[config.mk]
export PLATFORM = sky130hd
export DESIGN_NAME = flash_self_program_sequencer
export DESIGN_NICKNAME = d
export VERILOG_FILES = /design/src/design/flash_self_program_sequencer.v /design/src/design/row_buffer_mem.v
export VERILOG_INCLUDE_DIRS = /design/src /design/src/design
export SDC_FILE = /design/constraint.sdc
export NUM_CORES = 2
export LEC_CHECK = 0
export ABC_AREA = 1
export BUFFER_PORTS_ARGS = -buffer_cell sky130_fd_sc_hd__buf_2
export CORE_ASPECT_RATIO = 1.5
export CORE_UTILIZATION = 25
export DETAILED_ROUTE_END_ITERATION = 12
export GPL_TIMING_DRIVEN = 1
export PLACE_DENSITY = 0.41
export SYNTH_ARGS = -nofsm -noshare
export SYNTH_HDL_FRONTEND = slang
export SYNTH_SLANG_ARGS = --single-unit
[constraint.sdc]
create_clock -name hclk -period 13.3 [get_ports hclk]
set_input_delay 1.995 -clock hclk [delete_from_list [all_inputs] [get_ports hclk]]
set_output_delay 1.995 -clock hclk [all_outputs]
set_load 0.01 [all_outputs]
[src/design/flash_seq_defs.vh]
// constants for the flash self-programming sequencer
//
// Summary of operation
// (RL1) only a complete unlock-then-start sequence launches an erase or program
// (RL2) the core is held stalled while an operation runs, released at its end
// (RL3) start bit 15 launches the operation and clears itself when done
// (RL4) key writes 0x55 then 0xAA, consecutively, must precede the start
// (RL5) key register is write-only and reads back as zero
// (RL6) control register holds erase block select, memory type and start trigger
// (RL7) operations are timed in cycles of the internal fast rc oscillator
// (RL8) a row write lasts 11064 oscillator cycles
// (RL9) tuning field is six bits; its setting scales the oscillator rate
// (RL10) a row is 64 instruction words, 192 bytes, the row program unit
// (RL11) erase clears one page of eight rows, aligned on 1536 bytes
// (RL12) holding buffer of 64 words is filled by aligned sequential table writes
// (RL13) each row needs its own separately launched programming cycle
// (RL14) a start without the directly preceding key pair is ignored
`ifndef FLASH_SEQ_DEFS_VH
`define FLASH_SEQ_DEFS_VH

// ------------------------------------------------------------
// register byte offsets
// ------------------------------------------------------------
`define OFS_CONTROL      12'h000
`define OFS_KEY          12'h004
`define OFS_TUNING       12'h008
`define OFS_ADDRESS      12'h00C
`define OFS_BUFFER       12'h010
`define OFS_STATUS       12'h014

// ------------------------------------------------------------
// control register fields
// ------------------------------------------------------------
`define CTRL_START_BIT   15
`define CTRL_ERR_BIT     13
`define CTRL_OP_LSB      0
`define CTRL_OP_MSB      3
`define CTRL_MASK        16'h000F
`define OP_ROW_PROGRAM   4'h1
`define OP_PAGE_ERASE    4'h2
`define OP_WORD_PROGRAM  4'h3

// ------------------------------------------------------------
// unlock key values
// ------------------------------------------------------------
`define KEY_FIRST        8'h55
`define KEY_SECOND       8'hAA

// ------------------------------------------------------------
// geometry and timing
// ------------------------------------------------------------
`define ROW_WORDS        64
`define ROW_BYTES        16'h00C0
`define PAGE_ROWS        8
`define PAGE_BYTES       16'h0600
`define TUNE_WIDTH       6
`define TUNE_RESET       6'h00
`define ROW_WRITE_CYCLES 11064
`define PAGE_ERASE_CYCLES 11064
`define WORD_WRITE_CYCLES 1680
`define OSC_KHZ          24'h001CCA
`define CLK_KHZ          25'h000C350

`endif

[src/design/flash_self_program_sequencer.v]
// flash self-programming sequencer with ahb-lite register slave
//
// The AHB-Lite slave port and the address map were decided locally.
`timescale 1ns/1ps
`default_nettype none
`include "flash_seq_defs.vh"
module flash_self_program_sequencer #(
    parameter ROW_WRITE_CYCLES  = `ROW_WRITE_CYCLES,
    parameter PAGE_ERASE_CYCLES = `PAGE_ERASE_CYCLES,
    parameter WORD_WRITE_CYCLES = `WORD_WRITE_CYCLES,
    parameter WORD_WIDTH        = 24
) (
    // clock and reset
    input  wire                  hclk,
    input  wire                  hresetn,
    // ahb-lite slave
    input  wire                  hsel,
    input  wire [11:0]           haddr,
    input  wire [1:0]            htrans,
    input  wire                  hwrite,
    input  wire [2:0]            hsize,
    input  wire [31:0]           hwdata,
    input  wire                  hready,
    output wire                  hreadyout,
    output wire                  hresp,
    output reg  [31:0]           hrdata,
    // core stall
    output wire                  core_stall,
    // flash array side
    output reg                   flash_prog_en,
    output reg                   flash_erase_en,
    output reg  [15:0]           flash_addr,
    output wire [WORD_WIDTH-1:0] flash_wdata
);
    // ------------------------------------------------------------
    // state and register storage
    // ------------------------------------------------------------
    localparam ST_IDLE = 2'b00;
    localparam ST_RUN  = 2'b01;
    localparam ST_DONE = 2'b10;
    localparam KEY_NONE = 2'b00;
    localparam KEY_HALF = 2'b01;
    localparam KEY_OPEN = 2'b10;

    reg  [1:0]            state_reg;
    reg  [1:0]            key_reg;
    reg  [3:0]            op_reg;
    reg                   err_reg;
    reg  [`TUNE_WIDTH-1:0] tune_reg;
    reg  [15:0]           addr_reg;
    reg  [5:0]            buf_ptr_reg;
    reg  [23:0]           osc_acc_reg;
    reg  [15:0]           osc_cnt_reg;
    reg  [15:0]           osc_target_reg;
    reg                   dph_write_reg;
    reg                   dph_read_reg;
    reg  [11:0]           dph_addr_reg;
    wire                  osc_tick;
    wire [24:0]           acc_sum;
    wire [`TUNE_WIDTH-1:0] tune_step;
    wire [WORD_WIDTH-1:0] buf_rdata;

    // ------------------------------------------------------------
    // bus slave: zero wait states, always okay
    // ------------------------------------------------------------
    assign hreadyout = 1'b1;
    assign hresp     = 1'b0;
    wire   addr_ok   = hsel & hready & htrans[1];

    // capture the address phase for use in the data phase
    always @(posedge hclk or negedge hresetn) begin
        if (!hresetn) begin
            dph_write_reg <= 1'b0;
            dph_read_reg  <= 1'b0;
            dph_addr_reg  <= 12'h000;
        end else begin
            dph_write_reg <= addr_ok & hwrite;
            dph_read_reg  <= addr_ok & ~hwrite;
            dph_addr_reg  <= haddr;
        end
    end

    wire wr_ctrl = dph_write_reg & (dph_addr_reg == `OFS_CONTROL);
    wire wr_key  = dph_write_reg & (dph_addr_reg == `OFS_KEY);
    wire wr_tune = dph_write_reg & (dph_addr_reg == `OFS_TUNING);
    wire wr_addr = dph_write_reg & (dph_addr_reg == `OFS_ADDRESS);
    wire wr_buf  = dph_write_reg & (dph_addr_reg == `OFS_BUFFER);
    wire busy    = (state_reg == ST_RUN);
    wire start_req = wr_ctrl & hwdata[`CTRL_START_BIT];

    // ------------------------------------------------------------
    // unlock key tracking
    // ------------------------------------------------------------
    // any write other than the next key value drops the unlock
    always @(posedge hclk or negedge hresetn) begin
        if (!hresetn) begin
            key_reg <= KEY_NONE;
        end else if (dph_write_reg) begin
            if (wr_key && hwdata[7:0] == `KEY_FIRST) begin
                key_reg <= KEY_HALF; // [RL4]
            end else if (wr_key && key_reg == KEY_HALF && hwdata[7:0] == `KEY_SECOND) begin
                key_reg <= KEY_OPEN; // [RL4]
            end else begin
                key_reg <= KEY_NONE; // [RL14]
            end
        end
    end

    // ------------------------------------------------------------
    // control, tuning, address and buffer pointer registers
    // ------------------------------------------------------------
    // writes are refused while busy; the core is stalled then anyway
    always @(posedge hclk or negedge hresetn) begin
        if (!hresetn) begin
            op_reg      <= 4'h0;
            err_reg     <= 1'b0;
            tune_reg    <= `TUNE_RESET;
            addr_reg    <= 16'h0000;
            buf_ptr_reg <= 6'h00;
        end else if (!busy) begin
            if (wr_ctrl) begin
                op_reg  <= hwdata[`CTRL_OP_MSB:`CTRL_OP_LSB]; // [RL6]
                err_reg <= start_req & (key_reg != KEY_OPEN);
            end
            if (wr_tune) begin
                tune_reg <= hwdata[`TUNE_WIDTH-1:0]; // [RL9]
            end
            if (wr_addr) begin
                addr_reg    <= hwdata[15:0];
                buf_ptr_reg <= 6'h00; // [RL12]
            end else if (wr_buf) begin
                buf_ptr_reg <= buf_ptr_reg + 6'h01; // [RL12]
            end
        end
    end

    // ------------------------------------------------------------
    // holding buffer
    // ------------------------------------------------------------
    row_buffer_mem #(
        .WIDTH (WORD_WIDTH),
        .DEPTH (`ROW_WORDS),
        .AW    (6)
    ) u_row_buffer (
        .hclk    (hclk),
        .wr_en   (wr_buf & ~busy),
        .wr_addr (buf_ptr_reg),
        .wr_data (hwdata[WORD_WIDTH-1:0]),
        .rd_addr (osc_cnt_reg[5:0]),
        .rd_data (buf_rdata)
    );
    assign flash_wdata = buf_rdata;

    // ------------------------------------------------------------
    // oscillator tick generator
    // ------------------------------------------------------------
    // phase accumulator yields the rc rate from hclk; tuning trims the step
    // by one khz of step per code, a signed six-bit offset
    assign tune_step = tune_reg;
    wire [23:0] osc_step = `OSC_KHZ + {{18{tune_step[`TUNE_WIDTH-1]}}, tune_step}; // [RL7]
    assign acc_sum  = {1'b0, osc_acc_reg} + {1'b0, osc_step};
    wire [24:0] acc_wrap = acc_sum - `CLK_KHZ;
    assign osc_tick = (acc_sum >= `CLK_KHZ);

    always @(posedge hclk or negedge hresetn) begin
        if (!hresetn) begin
            osc_acc_reg <= 24'h000000;
        end else if (!busy) begin
            osc_acc_reg <= 24'h000000;
        end else if (osc_tick) begin
            osc_acc_reg <= acc_wrap[23:0]; // [RL7]
        end else begin
            osc_acc_reg <= acc_sum[23:0];
        end
    end

    // ------------------------------------------------------------
    // operation sequencer
    // ------------------------------------------------------------
    wire op_valid = (op_reg == `OP_ROW_PROGRAM) | (op_reg == `OP_PAGE_ERASE) |
                    (op_reg == `OP_WORD_PROGRAM);
    wire launch = start_req & (key_reg == KEY_OPEN) &
                  (hwdata[`CTRL_OP_MSB:`CTRL_OP_LSB] != 4'h0); // [RL1]

    always @(posedge hclk or negedge hresetn) begin
        if (!hresetn) begin
            state_reg      <= ST_IDLE;
            osc_cnt_reg    <= 16'h0000;
            osc_target_reg <= 16'h0000;
            flash_prog_en  <= 1'b0;
            flash_erase_en <= 1'b0;
            flash_addr     <= 16'h0000;
        end else begin
            case (state_reg)
                ST_IDLE: begin
                    osc_cnt_reg <= 16'h0000;
                    if (launch) begin // [RL3]
                        state_reg <= ST_RUN;
                        if (hwdata[`CTRL_OP_MSB:`CTRL_OP_LSB] == `OP_PAGE_ERASE) begin
                            osc_target_reg <= PAGE_ERASE_CYCLES[15:0];
                            flash_erase_en <= 1'b1;
                            // page aligned address, rounded down to a multiple of PAGE_BYTES [RL11]
                            flash_addr <= addr_reg - (addr_reg % `PAGE_BYTES);
                        end else if (hwdata[`CTRL_OP_MSB:`CTRL_OP_LSB] == `OP_WORD_PROGRAM) begin
                            osc_target_reg <= WORD_WRITE_CYCLES[15:0];
                            flash_prog_en  <= 1'b1;
                            flash_addr     <= addr_reg;
                        end else begin
                            osc_target_reg <= ROW_WRITE_CYCLES[15:0]; // [RL8]
                            flash_prog_en  <= 1'b1;
                            // one row per launch [RL10] [RL13]
                            flash_addr <= addr_reg - (addr_reg % `ROW_BYTES);
                        end
                    end
                end
                ST_RUN: begin
                    if (osc_tick) begin
                        osc_cnt_reg <= osc_cnt_reg + 16'h0001; // [RL7]
                        if (osc_cnt_reg + 16'h0001 >= osc_target_reg) begin
                            // array released first, core one cycle later
                            state_reg      <= ST_DONE; // [RL8]
                            flash_prog_en  <= 1'b0;
                            flash_erase_en <= 1'b0;
                        end
                    end
                end
                ST_DONE: begin
                    flash_prog_en  <= 1'b0;
                    flash_erase_en <= 1'b0;
                    state_reg      <= ST_IDLE;
                end
                default: begin
                    state_reg <= ST_IDLE;
                end
            endcase
        end
    end

    // the core waits for the whole operation and its wrap-up cycle
    assign core_stall = (state_reg != ST_IDLE); // [RL2]

    // ------------------------------------------------------------
    // read data
    // ------------------------------------------------------------
    always @(posedge hclk or negedge hresetn) begin
        if (!hresetn) begin
            hrdata <= 32'h00000000;
        end else if (addr_ok & ~hwrite) begin
            case (haddr)
                `OFS_CONTROL: hrdata <= {16'h0000, core_stall, 1'b0, err_reg, 9'h000,
                                         op_reg}; // [RL3]
                `OFS_KEY:     hrdata <= 32'h00000000; // [RL5]
                `OFS_TUNING:  hrdata <= {26'h0000000, tune_reg};
                `OFS_ADDRESS: hrdata <= {16'h0000, addr_reg};
                `OFS_STATUS:  hrdata <= {16'h0000, osc_cnt_reg};
                default:      hrdata <= 32'h00000000;
            endcase
        end
    end

    wire unused_ok = &{1'b0, hsize, dph_read_reg, op_valid, `CTRL_MASK};
endmodule // flash_self_program_sequencer
`default_nettype wire

[src/design/row_buffer_mem.v]
// holding buffer memory for one flash row of instruction words
`timescale 1ns/1ps
`default_nettype none
module row_buffer_mem #(
    parameter WIDTH = 24,
    parameter DEPTH = 64,
    parameter AW    = 6
) (
    // clock
    input  wire             hclk,
    // write port
    input  wire             wr_en,
    input  wire [AW-1:0]    wr_addr,
    input  wire [WIDTH-1:0] wr_data,
    // read port, data registered
    input  wire [AW-1:0]    rd_addr,
    output reg  [WIDTH-1:0] rd_data
);
    reg [WIDTH-1:0] mem [0:DEPTH-1];

    // no reset on the array: contents are undefined until software loads them
    always @(posedge hclk) begin
        if (wr_en) begin
            mem[wr_addr] <= wr_data;
        end
        rd_data <= mem[rd_addr];
    end
endmodule // row_buffer_mem
`default_nettype wire

## Word-level counts from Yosys, hierarchy flattened

Memory sizes are Yosys's and may differ from the RTL's. A register that Yosys moved wholly into a read port is not among the register bits.
Cells that the tools add are included.

- Bitwise logic cells: 16
- Div/mod/pow operators: 2
- Reductions and logical operators: 20
- $lt $le $gt $ge: 2
- Add/sub/neg operators: 7
- Muxes and demuxes: 27
- Equal/unequal tests: 21

Operators by type and width:

| cell | number |
|---|---|
| $pmux W16 S4 | 1 |
| $eq A12 B4 Y1 const B | 4 |
| $mux W16 | 3 |
| $mux W24 | 2 |
| $pmux W16 S2 | 1 |
| $sub A16 B16 Y16 | 2 |
| $mux W14 | 2 |
| $add A24 B24 Y25 | 1 |
| $ge A25 B16 Y1 const B | 1 |
| $eq A12 B5 Y1 const B | 2 |
| $logic_not A12 Y1 | 2 |
| $sub A24 B16 Y24 const B | 1 |
| $add A16 B1 Y16 const B | 1 |
| $ge A16 B16 Y1 | 1 |
| $mod A16 B11 Y16 const B | 1 |
| $mod A16 B8 Y16 const B | 1 |
| $add A14 B6 Y15 const A | 1 |
| $and A1 B1 Y1 | 14 |
| $eq A12 B3 Y1 const B | 1 |
| $mux W6 | 2 |
| $reduce_and A2 Y1 | 6 |
| $mux W2 | 5 |
| $ne A2 B2 Y1 const B | 5 |
| $reduce_and A5 Y1 | 2 |
| 17 further kinds | 33 |

- Output and inout port bits: 77
- Input bits: 54
- Memories kept: 1
- Memory bits (writable): 1536
- Bits in registers: 156

Memories:

| memory | depth | bits a word | rd ports | clocked after Yosys merged registers in | wr ports | line | text |
|---|---|---|---|---|---|---|---|
| u_row_buffer.mem | 64 | 24 | 1 | 1 | 1 | row_buffer_mem.v:19 | `reg [WIDTH-1:0] mem [0:DEPTH-1];` |

## Longest topological paths before layout

- Depth in word-level cells: 7
- Gate-level depth with buffers: 39
- Gate-level depth less buffers: 39

## Modules after synthesis

Synthesis repeated with hierarchy kept, for this count alone.

- Cells, all modules: 6468
- Area total of the unflattened synthesis: 71796.4 µm²

Modules (own cells, without submodules):

| module | area an instance (µm²) | cells an instance | sequential area each (µm²) | instances |
|---|---|---|---|---|
| row_buffer_mem | 62755.2 | 5230 | 46604.7 | 1 |
| flash_self_program_sequencer | 9041.2 | 1238 | 3178.0 | 1 |

## Worst setup path before layout

OpenSTA, ideal clock, no wires.

- Path kind: register -> register
- From: register addr_reg[14]
- To: register flash_addr[15]
- Data arrival time: 4.097 ns
- Buffers on the path: 0
- Slack: 9.082 ns
- Setup time: 0.121 ns
- Stages on the path, launching flop included: 33
- Data required time: 13.179 ns
- Path through: dfrtp_1 -> inv_1 -> nand2_1 -> o21ai_0 -> nand2_1 -> o21ai_0 -> nand2_1 -> o21ai_0 -> nand2_1 -> o21ai_0 -> nand2_1 -> o21ai_0 -> nand2_1 -> o21ai_0 -> nand2_1 -> o22ai_1 -> nand2_1 -> o21ai_0 -> nand2_1 -> ha_1 -> a21oi_1 -> nand2_1 -> a21oi_1 -> inv_1 -> a21oi_1 -> o21ai_0 -> nand2_1 -> nand2_1 -> a21oi_1 -> nand2_1 -> o21ai_0 -> a21oi_1 -> o22a_1

- Word-level cells in the longest chain between the ends: 4
- Elaborated cells between the ends (all ways): 6
- Those cells by class: add/sub: 2; div: 2; mux: 2

RTL lines:

| what | line | text |
|---|---|---|
| from (decl) | flash_self_program_sequencer.v:50 | `reg [15:0] addr_reg;` |
| from (signal assigned) | flash_self_program_sequencer.v:129 | `addr_reg <= hwdata[15:0];` |
| $mod A16 B8 Y16 (no line) | n/a |  |
| $sub A16 B16 Y16 | flash_self_program_sequencer.v:212 | `` flash_addr <= addr_reg - (addr_reg % `ROW_BYTES); `` |
| $mux W16 | flash_self_program_sequencer.v:204 | `` end else if (hwdata[`CTRL_OP_MSB:`CTRL_OP_LSB] == `OP_WORD_PROGRAM) begin `` |
| $mux W16 (*) | flash_self_program_sequencer.v:199 | `` if (hwdata[`CTRL_OP_MSB:`CTRL_OP_LSB] == `OP_PAGE_ERASE) begin `` |
| to (signal assigned) | flash_self_program_sequencer.v:203 | `` flash_addr <= addr_reg - (addr_reg % `PAGE_BYTES); `` |
| to (signal assigned) | flash_self_program_sequencer.v:207 | `flash_addr <= addr_reg;` |
| to (signal assigned) | flash_self_program_sequencer.v:212 |  |
| to (decl) | flash_self_program_sequencer.v:32 | `output reg [15:0] flash_addr,` |

Mark *: on every way between the ends. The rest lies on a longest branch, timed or not.
A chain may end at the register's enable or synchronous reset.

==> metrics.yaml <==
status: "finished clean"
cts_buffer_depth: 4
drt_pass1_iterations: 8
post-route-period-util: 0.400
avgRoutedWirePerCell_um: 24.2
power_density_nw_per_um2: 179
antenna_found_initial: 17
startpoint_type: "flop"
clk_latency_ns: 0.85
power_mw: 14.4
track_usage: 0.164
cp-startpoint: "osc_cnt_reg[0]"
maxSlewViolCount: 0
gp_congestion: 0.791
netSwitchingPower_mw: 4.77
max_freq_mhz: 188
cts_setup_buffers: 0
async_reset_ff_frac: 0.0753
hpwl_um: 126000
r2r_end: "u_row_buffer.rd_data[3]"
cts.clk_slew.worst_paths_ns: 0.06
h-tree-depth: 4
p_seq_frac: 0.417
grt_max_degree: 147
dieArea_um2: 279000
finalHoldViolations: 0
tightest_slew_ns: 1.30
internal_power_mw: 9.60
grt_pass1_wl_um: 331000
vias_per_cell: 4.78
coreArea_um2: 275000
postRouteAntennaNets: 0
cap_violations: 0
synth_edf_count: 1536
critPathArrivalTime_ns: 6.01
power_frac_clock: 0.350
worst_setup_path_end_kind: "flop"
reg2reg_depth: 10
rsz0062_at_grt: "no"
fillers: 28240
period_minus_slack_ns: 5.32
synth-seq-cells: 1687
cp.required_ns: 13.98
drc: 0
post_cts_resized: 0
finClkSkew_ns: 0.0519
area_delta_synth_final_pct: 16.0
seq_area_frac_synth: 0.720
numPortBuffers: 100
first_global_vias: 45565
vias: 46074
final_cells: 9643
setup_viol: 0
cts_tree: "built"
die_x_um: 431
rows: 236
synth_cell_type_count: 63
irDropWorstVdd_mv: 0.120
cts_sinks: 1687
largest_reg_flops: 1536
chipHeight_um: 646
swShare: 0.332
yosys_warnings: 0
layout-drive-gt1-share: 0.101
regToRegSetupSlack_ns: 7.98
ys.flop_type: "edfxtp_1"
cts-root-buf: "clkbuf_16"
routed_wl_um: 234000
drtIter0Drc: 3445
numCtsBuffers: 182
ios: 131
slew_headroom: 0.125
r2r_start: "osc_cnt_reg[0]"
synthCells: 5737
hold_class: "flop to flop"
cp_max_fo: 95
tns_ns: 0
combPwrFrac: 0.233
critPathCapture: "u_row_buffer.rd_data[3]"
crit_type: "flop to flop"
hold-worst-slack_ns: 0.471
cts_hold_buf: 0
postSynthAreaPerCell_um2: 12.1
overflow: 0
synth_area_um2: 69200
leakagePower_nw: 26.8
final_nets: 5913
dp_cells: 9311
start_util: 0.251
[critical path: stages (launching register included)]
cell and delay (ns):
dfrtp_4 0.75, inv_8 0.54, buf_4 0.63, buf_4 0.71
buf_4 0.71, o21ai_0 0.16, o22ai_1 0.19, o21ai_0 0.11
o22ai_1 0.53, nor2_1 0.19, o22ai_1 0.44
[layout make-up]
class                           instances  area (um^2)  share of cell area
Antenna cell                           11         27.5            0.000343
Timing Repair Buffer                  235         1590              0.0198
Clock buffer                          221         4790              0.0598
Inverter                              203          790             0.00984
Tap cell                             3689         4620              0.0575
Clock inverter                        100          915              0.0114
Multi-Input combinational cell       3497        17700               0.221
Sequential cell                      1687        49800               0.621
[layer usage]
metal,track usage,part of all wire,up-vias
met1,0.199,0.41,23507
met2,0.295,0.51,1161
met5,0,0,-
met3,0.0205,0.044,323
li1,-,-,21083
met4,0.0545,0.033,0
[metrics by stage]
stage | setup slack (ns) | instance area, um^2 | util
after floorplan | 9.08 | 69300 | -
after global placement | 7.79 | 74500 | 0.271
after detailed placement | 7.94 | 74500 | 0.271
after CTS | 7.91 | 80200 | 0.291
after global routing | 7.59 | 80200 | 0.291
final | 7.98 | 80200 | 0.291
[layout by cell type (no fill, tap or decap), types with 13 or more instances in the layout]
cell type | synthesis | layout
nor2_1 | 1193 | 1128
o21ai_0 | 1082 | 1082
edfxtp_1 | 1536 | 1536
nand3_1 | 94 | 94
clkinv_2 | 0 | 30
nor2_4 | 1 | 65
ha_1 | 52 | 52
clkinv_1 | 5 | 43
nand2_1 | 285 | 285
xor2_1 | 33 | 33
o22ai_1 | 495 | 495
conb_1 | 2 | 30
buf_4 | 18 | 131
inv_1 | 193 | 189
a21oi_1 | 60 | 60
buf_2 | 6 | 98
dfxtp_1 | 24 | 24
o32ai_1 | 26 | 24
clkbuf_16 | 0 | 185
dfrtp_1 | 127 | 122
nand4_1 | 17 | 17
bufinv_16 | 0 | 16
nor3_1 | 27 | 26
nor4_1 | 13 | 13
clkbuf_1 | 342 | 33
[logic make-up (layout without fill, tap and decap cells)]
| group | count (synthesis) | in the layout | share of synthesized area |
|---|---|---|---|
| mux | 2 | 2 | 0.000308 |
| simple gates | 1653 | 1653 | 0.0943 |
| flops | 1687 | 1687 | 0.720 |
| compound gates | 1717 | 1717 | 0.137 |
| buf+inv | 581 | 759 | 0.0331 |
| fa+ha+maj | 53 | 53 | 0.00970 |
| other cells | 2 | 41 | 0.000109 |
| xor+xnor | 42 | 42 | 0.00581 |
[worst min path at each step]
stage,cells after the start,start,to
after floorplan,2,osc_target_reg[9],osc_target_reg[9]
after global placement,2,hrdata[10],hrdata[10]
after detailed placement,2,hrdata[5],hrdata[5]
after CTS,2,hrdata[5],hrdata[5]
after global routing,2,hrdata[7],hrdata[7]
final,2,hrdata[7],hrdata[7]
[power by group through the flow]
stage	Clock [mW]	Combinational, mW	Sequential, mW
2_1_floorplan	0	2.06	6.02
3_3_place_gp	0	3.40	6.10
3_5_place_dp	0	3.41	6.10
4_1_cts	5.16	3.42	5.99
5_1_grt	5.32	3.67	6.00
6_report	5.03	3.35	5.99
[cells in the mapped netlist (4+ instances only)]
library cell / instances / area, um^2
a21oi_1: 60 / 300
a31oi_1: 9 / 56.3
buf_1: 8 / 30.0
buf_2: 6 / 30.0
buf_4: 18 / 135
clkbuf_1: 342 / 1280
clkinv_1: 5 / 18.8
dfrtp_1: 127 / 3180
dfxtp_1: 24 / 480
edfxtp_1: 1536 / 46100
ha_1: 52 / 651
inv_1: 193 / 724
inv_2: 4 / 15.0
nand2_1: 285 / 1070
nand2_2: 10 / 62.6
nand3_1: 94 / 470
nand4_1: 17 / 106
nor2_1: 1193 / 4480
nor2_2: 5 / 31.3
nor3_1: 27 / 135
nor4_1: 13 / 81.3
o21ai_0: 1082 / 5420
o21ai_1: 11 / 55.1
o22ai_1: 495 / 3100
o31ai_1: 5 / 37.5
o32ai_1: 26 / 228
xnor2_1: 6 / 52.6
xor2_1: 33 / 289
No activity file was read; power rests on OpenSTA's default activity.
